--- src/inc/dof_pkg.sv ---
// Purpose: shared constants and types for the drive digital output block
// Assumes: 40 MHz mclk, registers on Avalon-MM, one aligned word each
// Notes:   byte addresses below; codes select what each output or input does
package dof_pkg;

  // ----------------------------------------------------------------
  // timing
  // ----------------------------------------------------------------
  localparam int CLK_PERIOD_NS = 25;
  localparam int MS_NS = 1000000;
  localparam int MS_CYCLES = MS_NS / CLK_PERIOD_NS;

  // ----------------------------------------------------------------
  // register byte offsets
  // ----------------------------------------------------------------
  localparam logic [7:0] OFS_OUT_SEL = 8'h00;
  localparam logic [7:0] OFS_ZS_THR = 8'h04;
  localparam logic [7:0] OFS_ZS_TIME = 8'h08;
  localparam logic [7:0] OFS_DIV_SHIFT = 8'h0C;
  localparam logic [7:0] OFS_PULSE_MS = 8'h10;
  localparam logic [7:0] OFS_FIELDBUS = 8'h14;
  localparam logic [7:0] OFS_CTRL_TYPE = 8'h18;
  localparam logic [7:0] OFS_IN_SEL = 8'h1C;
  localparam logic [7:0] OFS_OUT_STATE = 8'h20;
  localparam logic [7:0] OFS_IRQ_STAT = 8'h24;
  localparam logic [7:0] OFS_IRQ_MASK = 8'h28;

  // ----------------------------------------------------------------
  // reset values and field layout
  // ----------------------------------------------------------------
  localparam logic [15:0] ZS_THR_RST = 16'h000A;
  localparam logic [15:0] ZS_TIME_RST = 16'h00C8;
  localparam logic [4:0] DIV_SHIFT_RST = 5'h02;
  localparam logic [15:0] PULSE_MS_RST = 16'h000A;
  localparam int OUT_SEL_W = 4;
  localparam int IN_SEL_W = 3;
  localparam int IRQ_W = 4;
  localparam int IRQ_ALARM = 0;
  localparam int IRQ_HOMED = 1;
  localparam int IRQ_POSPULSE = 2;
  localparam int IRQ_REJECT = 3;

  // ----------------------------------------------------------------
  // output function codes
  // ----------------------------------------------------------------
  localparam logic [3:0] FN_OFF = 4'h0;
  localparam logic [3:0] FN_TORQUE = 4'h1;
  localparam logic [3:0] FN_OVERLOAD = 4'h2;
  localparam logic [3:0] FN_ZERO_SPEED = 4'h3;
  localparam logic [3:0] FN_TARGET = 4'h4;
  localparam logic [3:0] FN_BRAKE = 4'h5;
  localparam logic [3:0] FN_HEALTHY = 4'h6;
  localparam logic [3:0] FN_POS_FREQ = 4'h7;
  localparam logic [3:0] FN_POS_PULSE = 4'h8;
  localparam logic [3:0] FN_HOMED = 4'h9;
  localparam logic [3:0] FN_FIELDBUS = 4'hA;

  // ----------------------------------------------------------------
  // input function codes and control types
  // ----------------------------------------------------------------
  localparam logic [2:0] IN_NONE = 3'h0;
  localparam logic [2:0] IN_VEL_PLUS = 3'h1;
  localparam logic [2:0] IN_VEL_MINUS = 3'h2;
  localparam logic [2:0] IN_PROBE1 = 3'h3;
  localparam logic [2:0] IN_PROBE2 = 3'h4;
  localparam logic [2:0] CT_SPEED = 3'h0;
  localparam logic [2:0] CT_TORQUE = 3'h1;
  localparam logic [2:0] CT_EAXIS = 3'h2;
  localparam logic [2:0] CT_POSITION = 3'h3;
  localparam logic [2:0] CT_CAM = 3'h4;
  localparam logic [2:0] CT_PRESS = 3'h5;
  localparam logic [2:0] CT_FIELDBUS = 3'h6;

  typedef enum logic [0:0] {BUS_IDLE = 1'b0, BUS_ACK = 1'b1} dof_bus_t;

  // live drive status feeding the output sources
  typedef struct packed {
    logic torqueLimit;
    logic ratedTorque;
    logic thermalOverloadAlarm;
    logic anyAlarm;
    logic brakeCmd;
    logic posReached;
    logic homingDone;
    logic camDone;
    logic pressureReached;
    logic inputStartMode;
    logic homingRequest;
    logic [15:0] speedAbs;
    logic [15:0] posInTurn;
  } dof_drive_t;

  // which inputs may carry which function under a control type
  function automatic logic dof_in_allowed(input logic [2:0] fn, input logic [2:0] ctrl,
                                          input int idx);
    logic shiftCtl;
    shiftCtl = (ctrl == CT_EAXIS) || (ctrl == CT_CAM);
    case (fn)
      IN_NONE: dof_in_allowed = 1'b1;
      IN_VEL_PLUS: dof_in_allowed = shiftCtl && (idx == 5);
      IN_VEL_MINUS: dof_in_allowed = shiftCtl && (idx == 6);
      IN_PROBE1, IN_PROBE2: dof_in_allowed = (ctrl == CT_FIELDBUS) && (idx == 1 || idx == 5);
      default: dof_in_allowed = 1'b0;
    endcase
  endfunction : dof_in_allowed

  function automatic logic [31:0] dof_merge(input logic [31:0] old, input logic [31:0] wr,
                                            input logic [3:0] be);
    logic [31:0] m;
    m = {{8{be[3]}}, {8{be[2]}}, {8{be[1]}}, {8{be[0]}}};
    dof_merge = (old & ~m) | (wr & m);
  endfunction : dof_merge

endpackage : dof_pkg

--- src/hdl/dof_outputs.sv ---
// Purpose: digital output function routing and input function decode of a drive
// Assumes: drive status inputs synchronous to mclk; one register word per offset
// Notes:   every output and the bus answer come from the single state register
//
// How it works
// - torque output high at rated torque or limit
// - overload output high on thermal overload alarm
// - zero speed threshold and time are configurable
// - target output on position, homing, cam, pressure
// - healthy output high, low on any alarm
// - square wave: position in turn over divider
// - resolution from encoder; incremental lines times four
// - timed pulse on position reached, input-start only
// - homing flag latched until next homing request
// - any output can follow a fieldbus bit
// - output selection works in every mode
// - inputs accept only functions of control type
// - velocity shift inputs command speed phase shift
// - probe inputs act as capture triggers
// - ports are active at high level
//
// The Avalon-MM register port and the placing of the registers were decided locally.
`timescale 1ns/1ps
module dof_outputs #(
  parameter int NUM_OUT = 2,
  parameter int NUM_IN = 8,
  parameter int MS_CYC = dof_pkg::MS_CYCLES,
  parameter bit ABS_ENCODER = 1'b0,
  parameter int ENC_LINES = 2500,
  parameter int ABS_BITS = 16
) (
  // clock and reset
  input wire logic mclk,
  input wire logic rst,
  // avalon-mm slave
  input wire logic [7:0] avs_address,
  input wire logic avs_read,
  input wire logic avs_write,
  input wire logic [3:0] avs_byteenable,
  input wire logic [31:0] avs_writedata,
  output logic [31:0] avs_readdata,
  output logic avs_waitrequest,
  output logic irq,
  // drive side
  input wire dof_pkg::dof_drive_t drv,
  input wire logic [NUM_IN-1:0] digIn,
  // ports and decoded inputs
  output logic [NUM_OUT-1:0] portOut,
  output logic velShiftPlus,
  output logic velShiftMinus,
  output logic probe1,
  output logic probe2
);
  import dof_pkg::*;

  // ----------------------------------------------------------------
  // state
  // ----------------------------------------------------------------
  localparam int MSW = $clog2(MS_CYC + 1);
  localparam int FEEDBACK_RESOLUTION = ABS_ENCODER ? (1 << ABS_BITS) : ENC_LINES * 4;

  typedef struct packed {
    dof_bus_t busSt;
    logic waitReq;
    logic [31:0] readData;
    logic [NUM_OUT*OUT_SEL_W-1:0] outSel;
    logic [15:0] zsThr;
    logic [15:0] zsTime;
    logic [4:0] divShift;
    logic [15:0] pulseMs;
    logic [NUM_OUT-1:0] fieldbus;
    logic [2:0] ctrlType;
    logic [NUM_IN*IN_SEL_W-1:0] inSel;
    logic [IRQ_W-1:0] irqStat;
    logic [IRQ_W-1:0] irqMask;
    logic irq;
    logic [MSW-1:0] msCnt;
    logic [15:0] zsCnt;
    logic zeroSpeed;
    logic homeLatch;
    logic [15:0] pulseCnt;
    logic prevPosReached;
    logic prevHoming;
    logic prevAlarm;
    logic [NUM_OUT-1:0] portOut;
    logic velPlus;
    logic velMinus;
    logic probe1;
    logic probe2;
  } dof_state_t;

  dof_state_t q;
  dof_state_t d;
  logic msTick;
  logic posRise;
  logic homeRise;
  logic reject;
  logic [IRQ_W-1:0] events;
  logic [IRQ_W-1:0] clrBits;
  logic [31:0] rdMux;
  logic [31:0] wrWord;
  logic posBit;
  logic [3:0] fn;
  logic [2:0] ifn;

  // bit n toggles every 2^n counts
  assign posBit = drv.posInTurn[q.divShift[3:0]];

  always_comb begin
    d = q;
    clrBits = '0;
    reject = 1'b0;
    fn = FN_OFF;
    ifn = IN_NONE;
    msTick = (q.msCnt == MSW'(MS_CYC - 1));
    d.msCnt = msTick ? '0 : q.msCnt + 1'b1;
    posRise = drv.posReached && !q.prevPosReached;
    homeRise = drv.homingDone && !q.prevHoming;
    d.prevPosReached = drv.posReached;
    d.prevHoming = drv.homingDone;
    d.prevAlarm = drv.anyAlarm;

    // ----------------------------------------------------------------
    // zero speed qualification
    // ----------------------------------------------------------------
    // continuous time at or below threshold
    if (drv.speedAbs > q.zsThr) begin
      d.zsCnt = '0;
      d.zeroSpeed = 1'b0;
    end else if (q.zsCnt >= q.zsTime) begin
      d.zeroSpeed = 1'b1;
    end else if (msTick) begin
      d.zsCnt = q.zsCnt + 1'b1;
    end

    // ----------------------------------------------------------------
    // homing latch and position pulse
    // ----------------------------------------------------------------
    // set beats request clear
    d.homeLatch = homeRise || (q.homeLatch && !drv.homingRequest);
    if (posRise && drv.inputStartMode) begin
      d.pulseCnt = q.pulseMs;
    end else if (q.pulseCnt != 16'h0000 && msTick) begin
      d.pulseCnt = q.pulseCnt - 1'b1;
    end

    // ----------------------------------------------------------------
    // output routing
    // ----------------------------------------------------------------
    for (int i = 0; i < NUM_OUT; i++) begin
      fn = q.outSel[i*OUT_SEL_W +: OUT_SEL_W];
      // one source per port, no mode gating
      case (fn)
        FN_TORQUE: d.portOut[i] = drv.torqueLimit || drv.ratedTorque;
        FN_OVERLOAD: d.portOut[i] = drv.thermalOverloadAlarm;
        FN_ZERO_SPEED: d.portOut[i] = q.zeroSpeed;
        FN_TARGET: d.portOut[i] = drv.posReached || drv.homingDone || drv.camDone ||
                                  drv.pressureReached;
        FN_BRAKE: d.portOut[i] = drv.brakeCmd;
        FN_HEALTHY: d.portOut[i] = !drv.anyAlarm;
        FN_POS_FREQ: d.portOut[i] = posBit;
        FN_POS_PULSE: d.portOut[i] = q.pulseCnt != 16'h0000;
        FN_HOMED: d.portOut[i] = q.homeLatch;
        FN_FIELDBUS: d.portOut[i] = q.fieldbus[i];
        default: d.portOut[i] = 1'b0;
      endcase
    end

    // ----------------------------------------------------------------
    // input function decode
    // ----------------------------------------------------------------
    d.velPlus = 1'b0;
    d.velMinus = 1'b0;
    d.probe1 = 1'b0;
    d.probe2 = 1'b0;
    for (int i = 0; i < NUM_IN; i++) begin
      ifn = q.inSel[i*IN_SEL_W +: IN_SEL_W];
      if (!dof_in_allowed(ifn, q.ctrlType, i)) begin
        reject = 1'b1;
      end else begin
        case (ifn)
          IN_VEL_PLUS: d.velPlus = d.velPlus || digIn[i];
          IN_VEL_MINUS: d.velMinus = d.velMinus || digIn[i];
          IN_PROBE1: d.probe1 = d.probe1 || digIn[i];
          IN_PROBE2: d.probe2 = d.probe2 || digIn[i];
          default: ;
        endcase
      end
    end

    // ----------------------------------------------------------------
    // register bus
    // ----------------------------------------------------------------
    rdMux = 32'h0000_0000;
    case (avs_address)
      OFS_OUT_SEL: rdMux[NUM_OUT*OUT_SEL_W-1:0] = q.outSel;
      OFS_ZS_THR: rdMux[15:0] = q.zsThr;
      OFS_ZS_TIME: rdMux[15:0] = q.zsTime;
      OFS_DIV_SHIFT: rdMux[4:0] = q.divShift;
      OFS_PULSE_MS: rdMux[15:0] = q.pulseMs;
      OFS_FIELDBUS: rdMux[NUM_OUT-1:0] = q.fieldbus;
      OFS_CTRL_TYPE: rdMux[2:0] = q.ctrlType;
      OFS_IN_SEL: rdMux[NUM_IN*IN_SEL_W-1:0] = q.inSel;
      OFS_OUT_STATE: rdMux[NUM_OUT+1:0] = {q.homeLatch, q.zeroSpeed, q.portOut};
      OFS_IRQ_STAT: rdMux[IRQ_W-1:0] = q.irqStat;
      OFS_IRQ_MASK: rdMux[IRQ_W-1:0] = q.irqMask;
      default: rdMux = 32'h0000_0000;
    endcase
    wrWord = dof_merge(rdMux, avs_writedata, avs_byteenable);
    case (q.busSt)
      BUS_IDLE: begin
        if (avs_read || avs_write) begin
          d.busSt = BUS_ACK;
          d.waitReq = 1'b0;
          d.readData = avs_read ? rdMux : 32'h0000_0000;
        end
      end
      BUS_ACK: begin
        d.busSt = BUS_IDLE;
        d.waitReq = 1'b1;
        // only bits actually returned are cleared, so late events survive
        if (avs_read && avs_address == OFS_IRQ_STAT) begin
          clrBits = q.readData[IRQ_W-1:0];
        end
        if (avs_write) begin
          case (avs_address)
            OFS_OUT_SEL: d.outSel = wrWord[NUM_OUT*OUT_SEL_W-1:0];
            OFS_ZS_THR: d.zsThr = wrWord[15:0];
            OFS_ZS_TIME: d.zsTime = wrWord[15:0];
            OFS_DIV_SHIFT: d.divShift = {1'b0, wrWord[3:0]};
            OFS_PULSE_MS: d.pulseMs = wrWord[15:0];
            OFS_FIELDBUS: d.fieldbus = wrWord[NUM_OUT-1:0];
            OFS_CTRL_TYPE: d.ctrlType = wrWord[2:0];
            OFS_IN_SEL: d.inSel = wrWord[NUM_IN*IN_SEL_W-1:0];
            OFS_IRQ_MASK: d.irqMask = wrWord[IRQ_W-1:0];
            default: ;
          endcase
        end
      end
      default: begin
        d.busSt = BUS_IDLE;
        d.waitReq = 1'b1;
      end
    endcase

    // ----------------------------------------------------------------
    // interrupts
    // ----------------------------------------------------------------
    events = '0;
    events[IRQ_ALARM] = drv.anyAlarm && !q.prevAlarm;
    events[IRQ_HOMED] = homeRise;
    events[IRQ_POSPULSE] = posRise && drv.inputStartMode;
    events[IRQ_REJECT] = reject;
    d.irqStat = (q.irqStat & ~clrBits) | events;
    d.irq = |(d.irqStat & q.irqMask);
  end

  always_ff @(posedge mclk or posedge rst) begin
    if (rst) begin
      q <= '0;
      q.busSt <= BUS_IDLE;
      q.waitReq <= 1'b1;
      q.zsThr <= ZS_THR_RST;
      q.zsTime <= ZS_TIME_RST;
      q.divShift <= DIV_SHIFT_RST;
      q.pulseMs <= PULSE_MS_RST;
    end else begin
      q <= d;
    end
  end

  assign avs_readdata = q.readData;
  assign avs_waitrequest = q.waitReq;
  assign irq = q.irq;
  assign portOut = q.portOut;
  assign velShiftPlus = q.velPlus;
  assign velShiftMinus = q.velMinus;
  assign probe1 = q.probe1;
  assign probe2 = q.probe2;

  wire [3:0] sel0 = q.outSel[OUT_SEL_W-1:0];
endmodule : dof_outputs

--- config.mk ---
export PLATFORM = sky130hd
export DESIGN_NAME = dof_outputs
export DESIGN_NICKNAME = d
export VERILOG_FILES = /design/src/inc/dof_pkg.sv /design/src/hdl/dof_outputs.sv
export SDC_FILE = /design/constraint.sdc
export NUM_CORES = 1
export LEC_CHECK = 0
export ABC_CLOCK_PERIOD_IN_PS = 6200
export BUFFER_PORTS_ARGS = -buffer_cell sky130_fd_sc_hd__buf_2
export CAP_MARGIN = 20
export CORE_UTILIZATION = 53
export DETAILED_ROUTE_END_ITERATION = 10
export GPL_ROUTABILITY_DRIVEN = 1
export PLACE_DENSITY = 0.77
export SYNTH_ARGS = -nofsm -noshare
export SYNTH_HDL_FRONTEND = slang
export SYNTH_SLANG_ARGS = --single-unit
--- constraint.sdc ---
create_clock -name mclk -period 6.2 [get_ports mclk]
set_clock_uncertainty 0.15 [all_clocks]
set_input_delay 0.93 -clock mclk [delete_from_list [all_inputs] [get_ports mclk]]
set_output_delay 0.93 -clock mclk [all_outputs]
set_load 0.01 [all_outputs]
**Word level (Yosys, flattened, before mapping)**

Cells that the tools add are included.

- Register bits: 191
- Bits in latches: 0
- RAM bits: 0
- Bits in read-only memories: 0
- Output and inout bits: 40
- Memories: 0

- $add $sub $neg: 3
- Multiply operators: 0
- Div/mod/pow operators: 0
- Order comparisons: 3
- Equal/unequal tests: 68
- Shift-type cells: 0
- Mux-type cells: 79
- Bitwise gates (word level): 9
- Reductions and logical operators: 74

Operators with widths:

| kind | count |
|---|---|
| $mux 16 | 5 |
| $eq 3x2->1 const B | 17 |
| $and 24x24->24 | 2 |
| $mux 1 | 47 |
| $mux 4 | 10 |
| $logic_or 1x1->1 | 35 |
| $mux 34 | 1 |
| $add 16x1->16 const B | 2 |
| $eq 4x3->1 const B | 8 |
| $eq 8x5->1 const B | 4 |
| $pmux 8 s4 | 1 |
| $eq 3x3->1 const B | 10 |
| $pmux 1 s10 | 3 |
| $reduce_and 3->1 | 9 |
| $eq 3x1->1 const B | 8 |
| $eq 4x4->1 const B | 6 |
| $eq 8x6->1 const B | 3 |
| $logic_not 3->1 | 8 |
| $mux 24 | 1 |
| $not 24->24 | 1 |
| $or 24x24->24 | 1 |
| $pmux 2 s11 | 1 |
| $mux 17 | 1 |
| $eq 16x16->1 const B | 1 |
| 29 further kinds | 51 |

**Logic depth before layout (Yosys ltp)**

Gate-level depths: netlist of run 1.

- Word-level depth: 24
- Mapped depth: 9

**Least setup slack after synthesis of run 1**

Ideal clock, no wire load.

- Kind: in2reg
- Start point: input port avs_address[4]
- End point: register q, in the netlist irq
- Setup time: 0.126 ns
- Data arrival time: 2.568 ns
- Data required time: 5.924 ns
- Setup slack: 3.356 ns
- Stages: 6
- Cells stage by stage: buf_1 > nor4b_1 > a41oi_1 > a2111oi_0 > o211ai_1 > a221o_1

RTL lines:

| element | line | RTL |
|---|---|---|
| start, declared | dof_outputs.sv:36 | `input wire logic [7:0] avs_address,` |
| end, declared | dof_outputs.sv:92 | `dof_state_t q;` |

**Worst setup path after layout of run 1**

- Start point: input port avs_address[3]
- End point: register q[122] (netlist name)

- Longest elaborated chain between the ends: 4
- Elaborated cells between the ends (all ways): 9

Ends and longest elaborated chain:

| element | line | RTL |
|---|---|---|
| $eq 8x5->1, or another cell as far along | dof_outputs.sv:195 | `case (avs_address)` |
| $pmux 1 s5 | dof_outputs.sv:195 |  |
| $and 24x24->24 | dof_pkg.sv:111 | `dof_merge = (old & ~m) \| (wr & m);` |
| $or 24x24->24 | dof_pkg.sv:111 |  |

Parallel ways exist; a longest one is shown, timed or not.
A chain may end at the register's enable or synchronous reset.

==> summary.txt, run 1 <==
status -> completed
Crit. End Element -> flop
wire length of the first global-routing pass -> 41750 um
total chip power -> 2.689 mW
commonest non-fill, non-tap cell in the layout -> dfrtp_1
pre-CTS setup slack -> 2.276 ns
Clock Tree Buf Depth -> 2
Final Core Density -> 0.6050
Max FO, Critical Path -> 26
total global-route track usage -> 0.2726
area grow syn2layout -> 11.28%
Rows -> 50
vias in the first global route -> 7811
MaxCap Viol Count -> 0
area of the multi-input gates -> 5021 um2
fin. max-slew vios -> 0
Antenna diodes -> 0
dpl hpwl -> 19280 um
Ys Warns -> 0
hold path depth -> 2
RSZ-0062 raised after global routing -> no
Final Non-Filler Cells -> 1379
Syn Std Cell Area -> 10240 um2
chip width -> 141.0 um
Peak supply drop -> 191.1 uV
Hold Fails Final Rpt -> 0
Top Ports -> 139
fillers -> 1563
Slew headroom -> 0.2650
cell family with most CP delay -> simple AND/OR/NAND/NOR gates
clk slew on worst S/H paths -> 0.07 ns
CP Class -> in -> reg
delay of the slowest critical-path stage -> 1.02 ns
share of layout cells above drive strength 1 -> 0.2091
Antenna Violating Nets Remaining -> 0
post-synthesis sequential area ratio -> 0.4484
initial antenna violation count -> 0
worst reg-to-reg path cell count -> 7
overall via count from detail_route -> 8540
Tcrit/Tclk final -> 0.5502
Crit path required time -> 6.36 ns
Tightest Pin Transition -> 1.100 ns
Levels on crit path -> 4
CP cell instances -> buf_2, nor2b_1, and4_1, mux2_2
total congestion overflow -> 0
vias per cell -> 6.193
placed cells -> 1346
total die area -> 19880 um2
# resized after CTS -> 0
H-Tree Level Count -> 4
commonest non-fill, non-tap cells in the layout -> dfrtp_1 (174), buf_2 (116), nand2_1 (85)
TritonRoute pass-1 iters -> 6
slowest cell on the critical path -> and4_1
worst path bufs/invs -> 1
cts-stage hold buffer count -> 0
Initial Utilization -> 0.5437
root buffer cell -> clkbuf_16
Cells after Synth -> 1046
clk sinks -> 183
Tmin final -> 3.412 ns
setup violators final -> 0
post-DR wirelength/cell -> 19.29 um
synth unique cells -> 71
DRT iter0 DRCs -> 981
final wirelength -> 26600 um
Synth Flop Type -> dfrtp_1
met3 usage -> 0.04620
Post-synth EDFFs -> 0
Core ar. -> 18830 um2
clock latency on the worst-skew pair -> 0.43 ns
largest net degree at the start of global routing -> 85
clock tree from TritonCTS -> done
Worst setup SP type -> input pin
Cell Pwr Density -> 236.1 nW/um2
fraction of registers with async set/reset -> 1.000
CP arrival -> 3.58 ns
IO buf count -> 116
Placer Congestion -> 0.9455
Syn Area/Cell -> 9.787 um2
Fmax -> 0.2931 GHz
HP Class -> reg -> reg
Num CTS Buffers -> 17
TNS Setup -> 0 ns
met1 GRT Util -> 0.3981
postcts setup bufs -> 0
Layout Nets -> 1240
FF+latch count, synth -> 183
Die Span Y -> 141.0 um
GR peak layer -> met2
Sequential Area -> 4591 um2
DRC violations left -> 0
met2 global-route usage -> 0.4174
P_leak -> 5.165 nW
fin worst setup slack -> 2.788 ns
## routing by layer
layer / wire, um / share of wire / vias to the layer above
met5: 0 / 0 / -
met4: 401 / 0.015 / 0
met3: 2096 / 0.079 / 45
met2: 12180 / 0.46 / 434
met1: 11930 / 0.45 / 4140
li1: - / - / 3921
## worst register-to-register path, cell delays in order, from the launching register on
cell	delay, ns
dfrtp_1	0.41
inv_1	0.09
ha_1	0.29
nand2b_1	0.14
a2111oi_1	0.72
nor3_1	0.23
nor3_1	0.72
a2111oi_0	0.27
## state kept, by name (all words and copies together) (netlist names)
name             count
probe2               1
fn                   4
portOut              2
ifn                  3
probe1               1
irq                  1
velShiftMinus        1
avs_readdata        24
q                  144
avs_waitrequest      1
velShiftPlus         1
## final cells by class
type,instances,share of cell area
Multi-Input combinational cell,732,0.4407
Sequential cell,183,0.4030
Timing Repair Buffer,122,0.05557
Clock buffer,19,0.03800
Tap cell,260,0.02856
Clock inverter,13,0.01724
Inverter,50,0.01691
## synth_stat cells (9+ instances only)
library cell,count,area [um2]
nor2_1,70,262.8
nor3_1,23,115.1
nand4_1,17,106.4
nor4_1,20,125.1
o21ai_0,61,305.3
dfrtp_1,174,4354
ha_1,35,437.9
xnor2_1,21,183.9
a221oi_1,17,148.9
nand2_1,85,319.1
mux2i_1,12,120.1
a2111oi_0,9,78.83
clkbuf_1,39,146.4
buf_1,10,37.54
mux2_2,55,619.3
and3_1,17,106.4
inv_1,49,183.9
a22o_1,20,175.2
a21oi_1,63,315.3
o21a_1,9,67.56
nand3_1,19,95.09
dfstp_2,9,236.5
or3_1,13,81.33
buf_4,34,255.2
a31oi_1,16,100.1
## cells by family (layout without fill, tap and decap cells)
| logic type | after synthesis | after routing | share of synthesized area |
|---|---|---|---|
| adders and majority gates | 35 | 35 | 0.04278 |
| DFF | 183 | 183 | 0.4484 |
| xor gates and xnor gates | 26 | 26 | 0.02224 |
| buffers and inverters | 138 | 204 | 0.06368 |
| muxes | 72 | 72 | 0.08323 |
| and+or+nand+nor | 336 | 336 | 0.1747 |
| AOI/OAI and AO/OA | 255 | 255 | 0.1646 |
| other | 1 | 8 | 0.0003663 |
## path summary, 6_finish.rpt
kind / endpoint / from / slack, ns
max: q[122] / avs_address[3] / 2.79
min in group asynchronous: q[56] / rst / 0.50
min reg2reg: avs_readdata[12] / avs_readdata[12] / 0.32
max in group asynchronous: avs_readdata[0] / rst / 4.13
max reg2reg: q[38] / q[27] / 3.00
min: avs_readdata[12] / avs_readdata[12] / 0.32
## metrics by stage
step           hold slack, ns  instance area [um2]
6_report               0.3226                11390
5_1_grt                0.3620                11390
4_1_cts                0.3307                11380
3_5_place_dp           0.3150                10750
3_3_place_gp           0.3039                10750
2_1_floorplan          0.2876                10260
## power by group
group | leakage [nW] | total, mW | switching, mW | internal, mW
Combinational | 2.40 | 0.270 | 0.175 | 0.0951
Clock | 0.304 | 1.17 | 0.485 | 0.683
Sequential | 2.46 | 1.25 | 0.0290 | 1.22
No activity file was read; power rests on OpenSTA's default activity.
==> run 2, diff against run 1 <==
Settings changed: ABC_CLOCK_PERIOD_IN_PS 6200 to 3250, CORE_UTILIZATION 53 to 58, PLACE_DENSITY 0.77 to 0.8.
Clock period 6.2 ns to 3.25 ns, I/O delays scaled along.
==> run 2 against run 1 <==
  * Register-to-register slack lost 2.6 ns
  * Core utilization grew 6.6 points
  * Combinational power grew 100%
  * Critical path type is now reg -> reg
  * Routed wire length grew 2.9%
  * Count of clock-buffer cells in the layout grew 1
  * Sequential share of layout area shrank 0.62 points
  * Non-clock buffer count grew 26
==> summary.txt, run 2 (same netlist as run 1, synthesis figures left out) <==
Max FO, Critical Path -> 6 (was 26)
CP Launch Point -> q[40] (was avs_address[3])
Slew headroom -> 0.3016 (was 0.2650)
Clock Tree Buf Depth -> 2 (unchanged)
vias per cell -> 6.396 (was 6.193)
clock latency on the worst-skew pair -> 0.44 ns (was 0.43 ns)
CP arrival -> 3.04 ns (was 3.58 ns)
Antenna Violating Nets Remaining -> 0 (unchanged)
H-Tree Level Count -> 4 (unchanged)
final wirelength -> 27380 um (was 26600 um)
RSZ-0062 raised after global routing -> no (unchanged)
clock tree from TritonCTS -> done (unchanged)
commonest non-fill, non-tap cell in the layout -> dfrtp_1 (unchanged)
total die area -> 18190 um2 (was 19880 um2)
CP Class -> reg -> reg (was in -> reg)
Tcrit/Tclk final -> 0.8886
P_leak -> 5.300 nW (was 5.165 nW)
Worst setup SP type -> flop (was input pin)
clock share of power -> 0.424 (was 0.435)
setup violators final -> 0 (unchanged)
Hold Fails Final Rpt -> 0 (unchanged)
initial antenna violation count -> 0 (unchanged)
root buffer cell -> clkbuf_16 (unchanged)
TritonRoute pass-1 iters -> 6 (unchanged)
Seq pwr share -> 0.468 (was 0.465)
total chip power -> 5.106 mW (was 2.689 mW)
r2r setup slk -> 0.36 ns (was 3.00 ns)
hold slack final -> 0.05263 ns (was 0.3226 ns)
clk sinks -> 183 (unchanged)
share of layout cells above drive strength 1 -> 0.2262 (was 0.2091)
Comb power frac -> 0.108 (was 0.100)
post-DR wirelength/cell -> 19.98 um (was 19.29 um)
Tmin final -> 2.888 ns
total congestion overflow -> 0 (unchanged)
TNS Setup -> 0 ns (unchanged)
vias in the first global route -> 8317 (was 7811)
commonest non-fill, non-tap cells in the layout -> dfrtp_1 (174), buf_2 (116), nand2_1 (85) (unchanged)
Reg with most FFs -> q (unchanged)
Antenna diodes -> 0 (unchanged)
DRC violations left -> 0 (unchanged)
CP endpoint -> q[38] (was q[122])
dpl hpwl -> 20060 um (was 19280 um)
clk slew on worst S/H paths -> 0.07 ns (about the same)
worst reg-to-reg path cell count -> 7 (unchanged)
Initial Utilization -> 0.5939 (was 0.5437)
Cell Pwr Density -> 441.3 nW/um2 (was 236.1 nW/um2)
sw frac -> 0.2582 (was 0.2563)
Crit path required time -> 3.40 ns (was 6.36 ns)
Placer Congestion -> 0.9498 (was 0.9455)
max reg flops -> 144 (unchanged)
postcts setup bufs -> 0 (unchanged)
Rows -> 48 (was 50)
Die Span Y -> 134.9 um (was 141.0 um)
chip width -> 134.9 um (was 141.0 um)
fin. max-slew vios -> 0 (unchanged)
DRT iter0 DRCs -> 976 (was 981)
Critical R2R Launch -> q[40] (was q[27])
status -> completed (unchanged)
Core ar. -> 17240 um2 (was 18830 um2)
wire length of the first global-routing pass -> 43580 um (was 41750 um)
IO buf count -> 116 (unchanged)
HP Class -> in -> reg (was reg -> reg)
# resized after CTS -> 0 (unchanged)
Layout Nets -> 1266 (was 1240)
Crit. End Element -> flop (unchanged)
total global-route track usage -> 0.3131 (was 0.2726)
Peak supply drop -> 409.5 uV (was 191.1 uV)
area grow syn2layout -> 13.02% (was 11.28%)
Fmax -> 0.3463 GHz
largest net degree at the start of global routing -> 60 (was 85)
Sw Pwr -> 1.318 mW (was 689.3 uW)
Top Ports -> 139 (unchanged)
overall via count from detail_route -> 8762 (was 8540)
MaxCap Viol Count -> 0 (unchanged)
P_int -> 3.787 mW (was 2.000 mW)
Reg2Reg Capture Point -> q[38] (unchanged)
Tightest Pin Transition -> 1.048 ns (was 1.100 ns)
Num CTS Buffers -> 17 (unchanged)
## run 2: area by class of cell
cell class                      instances  area, um2
Clock inverter                         12      165.2
Inverter                               50      191.4
Clock buffer                           20      446.7
Fill cell                            1352       5667
Sequential cell                       183       4591
Tap cell                              225      281.5
Multi-Input combinational cell        732       5021
Timing Repair Buffer                  148      873.3
## run 2: timing repair
item | 4_1_cts | 5_1_grt
endpoints found under the setup margin | 0 | 0
hold buffers | 0 | 1
endpoints found under the hold margin | 0 | 4
## run 2: per-layer routing
| layer | vias to the layer above | global-route usage | wire (um) |
|---|---|---|---|
| met5 | - | 0 | 0 |
| met3 | 76 | 0.05368 | 2442 |
| met2 | 461 | 0.4737 | 12410 |
| met4 | 0 | 0.1336 | 871 |
| met1 | 4258 | 0.4453 | 11650 |
| li1 | 3967 | - | - |
## run 2: worst min path at each step
stage | start | depth (start not counted) | slack [ns] | end
global route | drv[36] | 1 | 0.04 | q[7]
CTS | drv[36] | 1 | 0.04 | q[7]
detailed placement | q[47] | 1 | 0.31 | q[47]
finish | drv[36] | 1 | 0.05 | q[7]
floorplan | q[47] | 1 | 0.29 | q[47]
global placement | q[47] | 1 | 0.31 | q[47]
## run 2: critical path, stage by stage, from the launching register on
cell	delay (ns)
dfrtp_1	0.43
ha_1	0.32
nand4_1	0.16
or4_1	0.62
nor3_1	0.35
nor3_1	0.14
buf_4	0.21
a2111oi_0	0.36
## run 2: power by group through the flow
| stage | clock [mW] | combinational, mW | sequential (mW) |
|---|---|---|---|
| 2_1_floorplan | 0 | 0.353 | 2.40 |
| 3_3_place_gp | 0 | 0.518 | 2.43 |
| 3_5_place_dp | 0 | 0.533 | 2.43 |
| 4_1_cts | 2.18 | 0.537 | 2.39 |
| 5_1_grt | 2.26 | 0.608 | 2.39 |
| 6_report | 2.17 | 0.550 | 2.39 |
## run 2: through the flow
step | setup WS, ns | area [um2] | util | cells
2_1_floorplan | 0.2693 | 10270 | - | 1053
3_3_place_gp | 0.4056 | 10920 | 0.6336 | 1335
3_5_place_dp | 0.3292 | 10920 | 0.6336 | 1335
4_1_cts | 0.3808 | 11530 | 0.6691 | 1367
5_1_grt | 0.1760 | 11570 | 0.6712 | 1370
6_report | 0.3621 | 11570 | 0.6712 | 1370
